## src/hdl/bmiod_pkg.sv

```systemverilog
// Package of constants and carrier types for the board memory and I/O decoder.
package bmiod_pkg;

	localparam int MEM_ADDR_WIDTH = 20;
	localparam int IO_ADDR_WIDTH  = 16;
	localparam int IO_GROUPS      = 8;
	localparam int GROUP_LSB      = 6;
	localparam int GROUP_MSB      = 8;
	localparam int BANK_LSB       = 9;
	localparam int BANK_MSB       = 10;
	localparam int MEM_NIB_LSB    = 16;

	// Top nibble of the memory address at the first (LO) and last (HI) step of each window.
	localparam logic [3:0] SMALL_ROM_LO  = 4'h0;
	localparam logic [3:0] SMALL_ROM_HI  = 4'h1;
	localparam logic [3:0] SMALL_RAM1_LO = 4'h2;
	localparam logic [3:0] SMALL_RAM1_HI = 4'h3;
	localparam logic [3:0] SMALL_RAM2_LO = 4'h8;
	localparam logic [3:0] SMALL_RAM2_HI = 4'h9;
	localparam logic [3:0] SMALL_RAM3_LO = 4'hA;
	localparam logic [3:0] SMALL_RAM3_HI = 4'hB;
	localparam logic [3:0] LARGE_ROM_HI  = 4'h7;
	localparam logic [3:0] LARGE_RAM_LO  = 4'h8;

	// Value of A10:A9 for which the group decode is enabled.
	localparam logic [1:0] IO_BANK_ENABLED = 2'h0;

	// Number of input flip-flops on the reset pin.
	localparam int RESET_SYNC_STAGES = 3;

	typedef struct packed {
		logic       rom_n;
		logic       ram1_n;
		logic       ram2_n;
		logic       ram3_n;
	} bmiod_mem_sel_type;

	typedef struct packed {
		logic [MEM_ADDR_WIDTH-1:0] mem_addr;
		logic [IO_ADDR_WIDTH-1:0]  io_addr;
		logic                      mem_strobe_n;
		logic                      io_cycle_strobe_n;
	} bmiod_bus_type;

endpackage : bmiod_pkg

```

## src/hdl/bmiod_reset_sync.sv

```systemverilog
// Three-stage input filter for the external active-low reset pin.
`timescale 1ns/1ps

module bmiod_reset_sync
	import bmiod_pkg::*;
(
	input  wire logic clock,          // System clock.
	input  wire logic reset,          // Synchronous reset, active high.
	input  wire logic pin_reset_n,    // Raw reset pin, low to reset.
	output logic      board_reset     // Filtered reset, active high.
);

	logic [RESET_SYNC_STAGES-1:0] sync_reg;
	logic                         board_reset_reg;

	// Shift the pin through three flops; only stage two and three are compared.
	always_ff @(posedge clock) begin
		if (reset) begin
			sync_reg <= '1;
		end else begin
			sync_reg <= {sync_reg[RESET_SYNC_STAGES-2:0], pin_reset_n};
		end
	end

	// Change the output only when the last two stages agree.
	always_ff @(posedge clock) begin
		if (reset) begin
			board_reset_reg <= 1'b0;
		end else if (sync_reg[1] == sync_reg[2]) begin
			board_reset_reg <= ~sync_reg[2];
		end
	end

	assign board_reset = board_reset_reg;

endmodule : bmiod_reset_sync

```

## src/hdl/bmiod_decoder.sv

```systemverilog
// Top module: memory and I/O chip-select decoder with registered outputs.
`timescale 1ns/1ps

module bmiod_decoder
	import bmiod_pkg::*;
(
	input  wire logic                     clock,             // System clock, 40 MHz.
	input  wire logic                     reset,             // Synchronous reset, active high.
	input  wire logic [MEM_ADDR_WIDTH-1:0] mem_addr,         // Memory address A0..A19.
	input  wire logic                     mem_strobe_n,      // Memory cycle strobe, active low.
	input  wire logic [IO_ADDR_WIDTH-1:0] io_addr,           // I/O address A0..A15.
	input  wire logic                     io_cycle_strobe_n, // I/O cycle strobe, active low.
	input  wire logic                     map_size_jumpers,  // 1 selects the large map.
	input  wire logic                     ram_size_jumper,   // Not decoded; 1 with the small map sets config_error.
	input  wire logic                     reset_screw_terminal_n, // External reset pin.
	output logic                          rom_sel_n,         // ROM socket select.
	output logic                          ram1_sel_n,        // First RAM socket select.
	output logic                          ram2_sel_n,        // Second RAM socket select.
	output logic                          ram3_sel_n,        // Third RAM socket select.
	output logic [IO_GROUPS-1:0]          io_group_sel_n,    // I/O group selects.
	output logic                          board_reset_out,   // Filtered reset, active high.
	output logic                          config_error       // Illegal jumper combination.
);

	bmiod_bus_type     bus;
	bmiod_mem_sel_type mem_next;
	logic [IO_GROUPS-1:0] io_next;
	logic              board_reset;

	bmiod_mem_sel_type    mem_reg;
	logic [IO_GROUPS-1:0] io_reg;
	logic                 board_reset_reg;
	logic                 config_error_reg;

	// Returns true when the nibble lies in the inclusive window.
	function automatic logic in_window(input logic [3:0] nib, input logic [3:0] lo,
	                                   input logic [3:0] hi);
		in_window = (nib >= lo) && (nib <= hi);
	endfunction : in_window

	assign bus = '{mem_addr: mem_addr, io_addr: io_addr, mem_strobe_n: mem_strobe_n,
	               io_cycle_strobe_n: io_cycle_strobe_n};

	bmiod_reset_sync u_reset_sync (
		.clock       (clock),
		.reset       (reset),
		.pin_reset_n (reset_screw_terminal_n),
		.board_reset (board_reset)
	);

	// Memory select decode from the top address nibble and the map jumpers.
	always_comb begin
		logic [3:0] nib;
		logic       active;
		nib      = bus.mem_addr[MEM_ADDR_WIDTH-1:MEM_NIB_LSB];
		active   = ~bus.mem_strobe_n;
		mem_next = '{rom_n: 1'b1, ram1_n: 1'b1, ram2_n: 1'b1, ram3_n: 1'b1};
		if (active && map_size_jumpers) begin
			mem_next.rom_n  = ~in_window(nib, SMALL_ROM_LO, LARGE_ROM_HI);
			mem_next.ram1_n = ~in_window(nib, LARGE_RAM_LO, 4'hF);
			// The second and third RAM stay quiet here so one select asserts.
		end else if (active) begin
			mem_next.rom_n  = ~in_window(nib, SMALL_ROM_LO, SMALL_ROM_HI);
			mem_next.ram1_n = ~in_window(nib, SMALL_RAM1_LO, SMALL_RAM1_HI);
			mem_next.ram2_n = ~in_window(nib, SMALL_RAM2_LO, SMALL_RAM2_HI);
			mem_next.ram3_n = ~in_window(nib, SMALL_RAM3_LO, SMALL_RAM3_HI);
		end
	end

	// I/O group decode from A6..A8, enabled by A9..A10 and the I/O strobe.
	always_comb begin
		logic [2:0] group;
		logic       enable;
		group   = bus.io_addr[GROUP_MSB:GROUP_LSB];
		enable  = ~bus.io_cycle_strobe_n
		        && (bus.io_addr[BANK_MSB:BANK_LSB] == IO_BANK_ENABLED);
		io_next = '1;
		if (enable) begin
			io_next[group] = 1'b0;
		end
		io_next[0] = 1'b1;  // The lowest group serves no device.
	end

	// Register the memory selects.
	always_ff @(posedge clock) begin
		if (reset) begin
			mem_reg <= '{rom_n: 1'b1, ram1_n: 1'b1, ram2_n: 1'b1, ram3_n: 1'b1};
		end else begin
			mem_reg <= mem_next;
		end
	end

	// Register the I/O group selects.
	always_ff @(posedge clock) begin
		if (reset) begin
			io_reg <= '1;
		end else begin
			io_reg <= io_next;
		end
	end

	// Register the reset and jumper check outputs.
	always_ff @(posedge clock) begin
		if (reset) begin
			board_reset_reg  <= 1'b0;
			config_error_reg <= 1'b0;
		end else begin
			board_reset_reg  <= board_reset;
			config_error_reg <= ram_size_jumper & ~map_size_jumpers;
		end
	end

	assign rom_sel_n       = mem_reg.rom_n;
	assign ram1_sel_n      = mem_reg.ram1_n;
	assign ram2_sel_n      = mem_reg.ram2_n;
	assign ram3_sel_n      = mem_reg.ram3_n;
	assign io_group_sel_n  = io_reg;
	assign board_reset_out = board_reset_reg;
	assign config_error    = config_error_reg;

	// Checks on the registered selects; each implication looks one edge after the inputs it decodes.
	property p_one_mem;
		@(posedge clock) disable iff (reset)
		$countones({~rom_sel_n, ~ram1_sel_n, ~ram2_sel_n, ~ram3_sel_n}) <= 1;
	endproperty

	// Two memory selects at once would make two sockets fight over the data bus.
	chk_one_mem_sel: assert property (p_one_mem) else $error("two memory selects");

	// Reset leaves every select high, so no socket sees a cycle while the board starts.
	chk_reset_quiet: assert property (@(posedge clock)
		reset |=> rom_sel_n && ram1_sel_n && ram2_sel_n && ram3_sel_n
		&& (io_group_sel_n == '1) && !board_reset_out && !config_error)
		else $error("select active after reset");

	// Memory decode: no select without the strobe, then each window of each map.
	chk_mem_strobe_qual: assert property (@(posedge clock) disable iff (reset)
		mem_strobe_n |=> rom_sel_n && ram1_sel_n && ram2_sel_n && ram3_sel_n)
		else $error("memory select without strobe");

	chk_small_rom_map: assert property (@(posedge clock) disable iff (reset)
		(!mem_strobe_n && !map_size_jumpers && mem_addr[19:17] == 3'h0)
		|=> !rom_sel_n) else $error("small map rom miss");

	chk_small_ram1_map: assert property (@(posedge clock) disable iff (reset)
		(!mem_strobe_n && !map_size_jumpers && mem_addr[19:17] == 3'h1)
		|=> !ram1_sel_n && rom_sel_n) else $error("small map ram1 miss");

	chk_small_ram2_map: assert property (@(posedge clock) disable iff (reset)
		(!mem_strobe_n && !map_size_jumpers && mem_addr[19:17] == 3'h4)
		|=> !ram2_sel_n && ram3_sel_n) else $error("small map ram2 miss");

	chk_small_ram3_map: assert property (@(posedge clock) disable iff (reset)
		(!mem_strobe_n && !map_size_jumpers && mem_addr[19:17] == 3'h5)
		|=> !ram3_sel_n && rom_sel_n) else $error("small map ram3 miss");

	// Nibbles 4 to 7 and C to F hold no socket in the small map.
	chk_small_gap_quiet: assert property (@(posedge clock) disable iff (reset)
		(!mem_strobe_n && !map_size_jumpers && mem_addr[18])
		|=> rom_sel_n && ram1_sel_n && ram2_sel_n && ram3_sel_n)
		else $error("small map gap selected");

	chk_large_rom_map: assert property (@(posedge clock) disable iff (reset)
		(!mem_strobe_n && map_size_jumpers && !mem_addr[19])
		|=> !rom_sel_n && ram1_sel_n) else $error("large map rom miss");

	chk_large_ram_map: assert property (@(posedge clock) disable iff (reset)
		(!mem_strobe_n && map_size_jumpers && mem_addr[19])
		|=> !ram1_sel_n && ram2_sel_n && ram3_sel_n) else $error("large map ram miss");

	// I/O decode: the lowest group and the reserved range never reach a device.
	chk_low_group_off: assert property (@(posedge clock) disable iff (reset)
		io_group_sel_n[0]) else $error("lowest group asserted");

	chk_reserved_io_quiet: assert property (@(posedge clock) disable iff (reset)
		(io_addr[10:6] == 5'h00) |=> (io_group_sel_n == '1))
		else $error("reserved io selected");

	chk_io_strobe_qual: assert property (@(posedge clock) disable iff (reset)
		io_cycle_strobe_n |=> (io_group_sel_n == '1))
		else $error("io select without strobe");

	chk_io_bank_off: assert property (@(posedge clock) disable iff (reset)
		(io_addr[10:9] != 2'h0) |=> (io_group_sel_n == '1))
		else $error("io select in user range");

	chk_io_group_hit: assert property (@(posedge clock) disable iff (reset)
		(!io_cycle_strobe_n && io_addr[10:9] == 2'h0 && io_addr[8:6] == 3'h5)
		|=> !io_group_sel_n[5] && $countones(~io_group_sel_n) == 1)
		else $error("io group miss");

	// A group select does not move while only A0 to A5 change.
	chk_io_low_ignored: assert property (@(posedge clock) disable iff (reset)
		(!$past(reset) && !io_cycle_strobe_n && !$past(io_cycle_strobe_n)
		&& io_addr[10:6] == $past(io_addr[10:6])) |=> $stable(io_group_sel_n))
		else $error("group moved inside a block");

	// Jumper check: the flag follows the illegal pair and nothing else.
	chk_jumper_flag: assert property (@(posedge clock) disable iff (reset)
		(ram_size_jumper && !map_size_jumpers) |=> config_error)
		else $error("jumper error missed");

	chk_jumper_clear: assert property (@(posedge clock) disable iff (reset)
		(!ram_size_jumper || map_size_jumpers) |=> !config_error)
		else $error("jumper error raised");

	// The pin filter needs five edges to follow the pin either way.
	// A shorter glitch may or may not pass, so only the long runs are checked.
	chk_pin_reset_assert: assert property (@(posedge clock) disable iff (reset)
		(!reset_screw_terminal_n [*5]) |=> board_reset_out)
		else $error("board reset missed");

	chk_pin_reset_release: assert property (@(posedge clock) disable iff (reset)
		(reset_screw_terminal_n [*5]) |=> !board_reset_out)
		else $error("board reset stuck");

	// Main scenarios that the tests are expected to reach.
	cov_small_ram2: cover property (@(posedge clock) !ram2_sel_n);
	cov_large_rom: cover property (@(posedge clock) map_size_jumpers && !rom_sel_n);
	cov_io_group7: cover property (@(posedge clock) !io_group_sel_n[7]);
	cov_board_reset: cover property (@(posedge clock) board_reset_out);
	cov_jumper_error: cover property (@(posedge clock) config_error);

endmodule : bmiod_decoder

```

## config.mk

```make
export PLATFORM = sky130hd
export DESIGN_NAME = bmiod_decoder
export DESIGN_NICKNAME = d
export VERILOG_FILES = /design/src/hdl/bmiod_pkg.sv /design/src/hdl/bmiod_reset_sync.sv /design/src/hdl/bmiod_decoder.sv
export SDC_FILE = /design/constraint.sdc
export NUM_CORES = 1
export LEC_CHECK = 0
export ABC_AREA = 0
export BUFFER_PORTS_ARGS = -buffer_cell sky130_fd_sc_hd__buf_4
export CAP_MARGIN = 15
export CORE_MARGIN = 3
export CORE_UTILIZATION = 35
export DETAILED_ROUTE_END_ITERATION = 16
export GPL_ROUTABILITY_DRIVEN = 0
export HOLD_SLACK_MARGIN = 0.1
export PLACE_DENSITY = 0.8
export SYNTH_ARGS = -nofsm -noshare
export SYNTH_HDL_FRONTEND = slang
export SYNTH_SLANG_ARGS = --single-unit
```

## constraint.sdc

```tcl
create_clock -name clock -period 2.7 [get_ports clock]
set_input_delay 0.27 -clock clock [delete_from_list [all_inputs] [get_ports clock]]
set_output_delay 0.27 -clock clock [all_outputs]
set_load 0.05 [all_outputs]
```

; Word level (Yosys, flattened, before mapping)
; Index checks and enable logic that the tools add are counted.
; Widths: inputs -> output; s select.
[op_classes]
n_reduce_logical = 12
n_lt_le_gt_ge = 12
n_bitwise = 13
mux = 4
n_eq_ne = 1
[op_table]
columns = operator, count
row1 = $le 4x4->1 const B, 3
row2 = $not 1->1, 11
row3 = $logic_and 1x1->1, 9
row4 = $ge 4x4->1 const B, 2
row5 = $not 8->8, 1
row6 = $ge 4x1->1 const B, 1
row7 = $ge 4x2->1 const B, 1
row8 = $le 4x1->1 const B, 1
row9 = $le 4x2->1 const B, 1
row10 = $le 4x3->1 const B, 1
row11 = $lt 3x4->1 const B, 1
row12 = $mux 4, 1
row13 = $demux 1 s3, 1
row14 = $ge 3x1->1 const B, 1
row15 = $reduce_or 3->1, 1
row16 = $logic_not 2->1, 1
row17 = $mux 2, 1
row18 = $reduce_or 2->1, 1
row19 = $and 1x1->1, 1
row20 = $eq 1x1->1, 1
row21 = $mux 1, 1
[word_totals]
in_bits = 43
wordCells = 52
out_inout_bits = 14
regBits = 18

; Depth between registers and ports, before layout
[depth]
ltp_word = 5
mapped_depth = 3
mapped_depth_nobuf = 2

; Cells and area by module
; Synthesis repeated with hierarchy kept, for this count alone.
[hier_totals]
hier_cells = 49
hier_area_um2 = 546.8
[modules_own_cells]
columns = mod, n_inst, cells_per_inst, seq_area_each_um2, area_per_inst_um2
row1 = bmiod_decoder, 1, 38, 260.2, 426.7
row2 = bmiod_reset_sync, 1, 11, 80.1, 120.1

; Worst setup path before layout
; Ideal clock, no wire load.
[synth_timing]
path_type = input to register
startpoint = in mem_addr[18]
endpoint = reg mem_reg (netlist bit ram1_sel_n)
t_arrival_ns = 1.022
setup_ns = 0.120
slack_ns = 1.559
cell_stages = 2
required_ns = 2.580
path_buffers = 0
path_cell_list = or4b_1 a211o_1
[synth_between]
elab_chain_len = 5
elab_cells_between_ends = 10
cone_classes = 4 x order compare / 2 x mux / 2 x bitwise / 2 x reduce/logical
[synth_lines]
columns = item, line
row1 = start: declaration, bmiod_decoder.sv:9  ; input wire logic [MEM_ADDR_WIDTH-1:0] mem_addr,
row2 = $ge 4x2->1 or $le 4x2->1 (tied branches), bmiod_decoder.sv:38  ; in_window = (nib >= lo) && (nib <= hi);
row3 = $logic_and 1x1->1, bmiod_decoder.sv:38
row4 = $not 1->1, bmiod_decoder.sv:64  ; mem_next.ram1_n = ~in_window(nib, SMALL_RAM1_LO, SMALL_RAM1_HI);
row5 = $mux 4, bmiod_decoder.sv:62  ; end else if (active) begin
row6 = $mux 2 *, bmiod_decoder.sv:58  ; if (active && map_size_jumpers) begin
row7 = end signal: assignment, bmiod_decoder.sv:87  ; mem_reg <= '{rom_n: 1'b1, ram1_n: 1'b1, ram2_n: 1'b1, ram3_n: 1'b1};
row8 = end signal: assignment, bmiod_decoder.sv:89  ; mem_reg <= mem_next;
row9 = end: declaration, bmiod_decoder.sv:30  ; bmiod_mem_sel_type mem_reg;
; Every way passes the cells marked *; elsewhere a longest branch is shown, timed or not.
; A chain may end at the register's enable or synchronous reset.

; Final worst setup path
[layout_timing]
startpoint = reg io_reg[6], in the netlist io_group_sel_n[6]
endpoint = out io_group_sel_n[6]
[layout_rtl]
columns = item, line
row1 = start: declaration, bmiod_decoder.sv:31  ; logic [IO_GROUPS-1:0] io_reg;
row2 = start signal: assignment, bmiod_decoder.sv:98  ; io_reg <= io_next;
row3 = end: declaration, bmiod_decoder.sv:20  ; output logic [IO_GROUPS-1:0] io_group_sel_n,
; No word-level cell between the ends.

==> reports/metrics.yaml <==
status:
  outcome: "finished, final reports clean"
setup_path:
  cell_with_the_largest_stage_delay_on_the_worst_path: "dfxtp_1"
  required_ps: 2430
  cp-start-kind: "register"
  r2r.worst_path.cells: 2
  crit_fanout: 1
  cp_data_arrival_time_ps: 820
  timing.critical_path.max_delay_family: "flip-flops"
  critical_path.max_stage_delay_ps: 340
  crit_buf_inv: 1
  critical_path.cell_chain: "buf_4"
  worst-setup-path-type: "reg2out"
  worst-path-stages: 1
  worstSetupEndpointType: "output pin"
finish:
  layout-drive-gt1-share_pct: 49.35
  syn2layout_area_growth_pct: 42.57
  num_antenna_cells: 0
  layout.nets: 121
  largest_register_ff_count: 7
cts:
  clock_latency_ps: 280
  clk_root_buffer_cell: "clkbuf_4"
  cts.repair_timing.setup_buffer_count: 0
  cts_buffer_depth: 2
  holdBufCountCts: 0
  tritoncts_num_sinks: 17
  cts_tree: "built"
  number_of_h_tree_levels: 1
  cts.repair.resized: 0
  tritoncts.num_buffers: 3
  clk_pin_slew_worst_paths_ps: 100
sta:
  setup-violations-final: 0
  fmax_ghz: 0.9199
  final.min_clock_period_ps: 1087
  final_min_period_over_clock_period_pct: 40.26
  timing_hold_violations_final: 0
  final_number_of_max_transition_violations: 0
  worst_clock_skew_ps: 0.2662
  final.setup.tns_ps: 0
  grt_setup_unrepaired: "false"
grt:
  grt-ovfl-total: 0
  grt_antenna_before_repair: 0
  pin_count_of_the_biggest_net_entering_global_routing: 11
  grt_first_pass_wirelength_um: 1566
  grt_pass1_vias: 367
  grt_util_all_layers_pct: 11.32
logic_synthesis:
  synth_sequential_area_ratio_pct: 61.26
  ys.warnings.count: 0
  ranking_of_synthesized_cells_by_area: "dfxtp_1 (61%), or2_2 (4.5%), nand3b_1 (4.1%)"
  synthMostInstantiatedCell: "dfxtp_1"
  async_flop_share_pct: 0
  synth_largest_type_area_fraction_pct: 61.26
  synth-seq-cells: 17
  ys.flop_type: "dfxtp_1"
  synth_cells: 48
  synth.cells.most_frequent: "dfxtp_1 (17), or2_2 (4), nand3_1 (3), nand3b_1 (3), nor2b_1 (3)"
  synth.avg_cell_area_um2: 11.57
  synth-edff-count: 0
  synth_nets: 91
  synthDistinctLibCells: 21
  post_synth_instance_area_um2: 555.5
  synth_largest_area_cell: "dfxtp_1"
drt:
  postRouteAntennaNets: 0
  avgViaCountPerCell: 4.793
  number_of_drc_violations_after_detailed_routing_iteration_0: 2
  wl_um: 1084
  post_drt_wl_per_cell_um: 11.78
  drc: 0
  vias: 441
  detail_route.first_pass.iterations: 4
die:
  core.rowCount: 13
  die_width_um: 45.84
  fp.dieArea_mm2: 0.002101
  start_util_pct: 39.71
  design.core.area_mm2: 0.001399
  die_y_um: 45.84
  io_pins: 57
min_path:
  worst_hold_path_type: "in2reg"
  holdPathStages: 2
power:
  max-vdd-ir-drop_uv: 249.1
  p_leak_nw: 0.3210
  power_density_mw_per_mm2: 553.5
  totalPowerFinal_mw: 0.4384
place:
  post-dp-hpwl_um: 865.1
  port-buffer-count: 27
job:
  max_cap_violations: 0
per-stage QoR:
| stage | hold slack (ps) | area, µm² | setup WS (ps) | cells | utilization (%) |
|---|---|---|---|---|---|
| detailed placement | 396.8 | 764.5 | 1424 | 88 | 54.65 |
| finish | 157.4 | 792.0 | 1613 | 92 | 56.62 |
| global placement | 394.4 | 764.5 | 1421 | 88 | 54.65 |
| floorplan | 341.8 | 555.5 | 1559 | 48 | - |
| CTS | 150.7 | 792.0 | 1596 | 92 | 56.62 |
| global route | 146.2 | 792.0 | 1576 | 92 | 56.62 |
layer usage:
metal / wire [µm] / share of wire (%) / up-vias / track usage [%]
met5: 0 / 0 / - / 0
met2: 520 / 48 / 26 / 17.86
met4: 4 / 0.37 / 0 / 8.523
li1: - / - / 223 / -
met3: 160 / 15 / 2 / 5.534
met1: 399 / 37 / 190 / 11.24
cells by family (layout without fill, tap and decap cells):
kind of cell	after synthesis	in the layout	share of synthesized area, %
compound gates	4	4	5.179
buf+inv	2	31	2.252
simple gates	24	24	30.63
flops	17	17	61.26
other cells	1	1	0.6750
where the power goes:
| group | leakage, nW | total (mW) | internal [mW] | switching (mW) |
|---|---|---|---|---|
| clock | 0.0177 | 0.132 | 0.0550 | 0.0772 |
| combinational | 0.165 | 0.0500 | 0.0226 | 0.0274 |
| sequential | 0.138 | 0.256 | 0.255 | 0.00129 |
| total | 0.321 | 0.438 | 0.333 | 0.106 |
layout by cell type (no fill, tap or decap), types with 2 or more instances in the layout:
cell type   n
buf_4      27
dfxtp_1    17
or2_2       4
nand3b_1    3
nor2b_1     3
nand3_1     3
clkbuf_4    3
nor2_1      2
nand2_1     2
worst paths after layout:
check | start | end | slack, ps
hold reg to reg | u_reset_sync.sync_reg[0] | u_reset_sync.sync_reg[1] | 420
setup / recovery | io_group_sel_n[6] | io_group_sel_n[6] | 1610
setup reg to reg | u_reset_sync.sync_reg[2] | u_reset_sync.board_reset | 1900
hold / removal | reset_screw_terminal_n | u_reset_sync.sync_reg[0] | 160
cell type report:
type                            instances  area, µm²
Tap cell                               15      18.77
Fill cell                             126      606.8
Clock buffer                            3      22.52
Sequential cell                        17      340.3
Multi-Input combinational cell         29      202.7
Clock inverter                          1      5.005
Timing Repair Buffer                   27      202.7
Power figures use the tool's default switching activity.
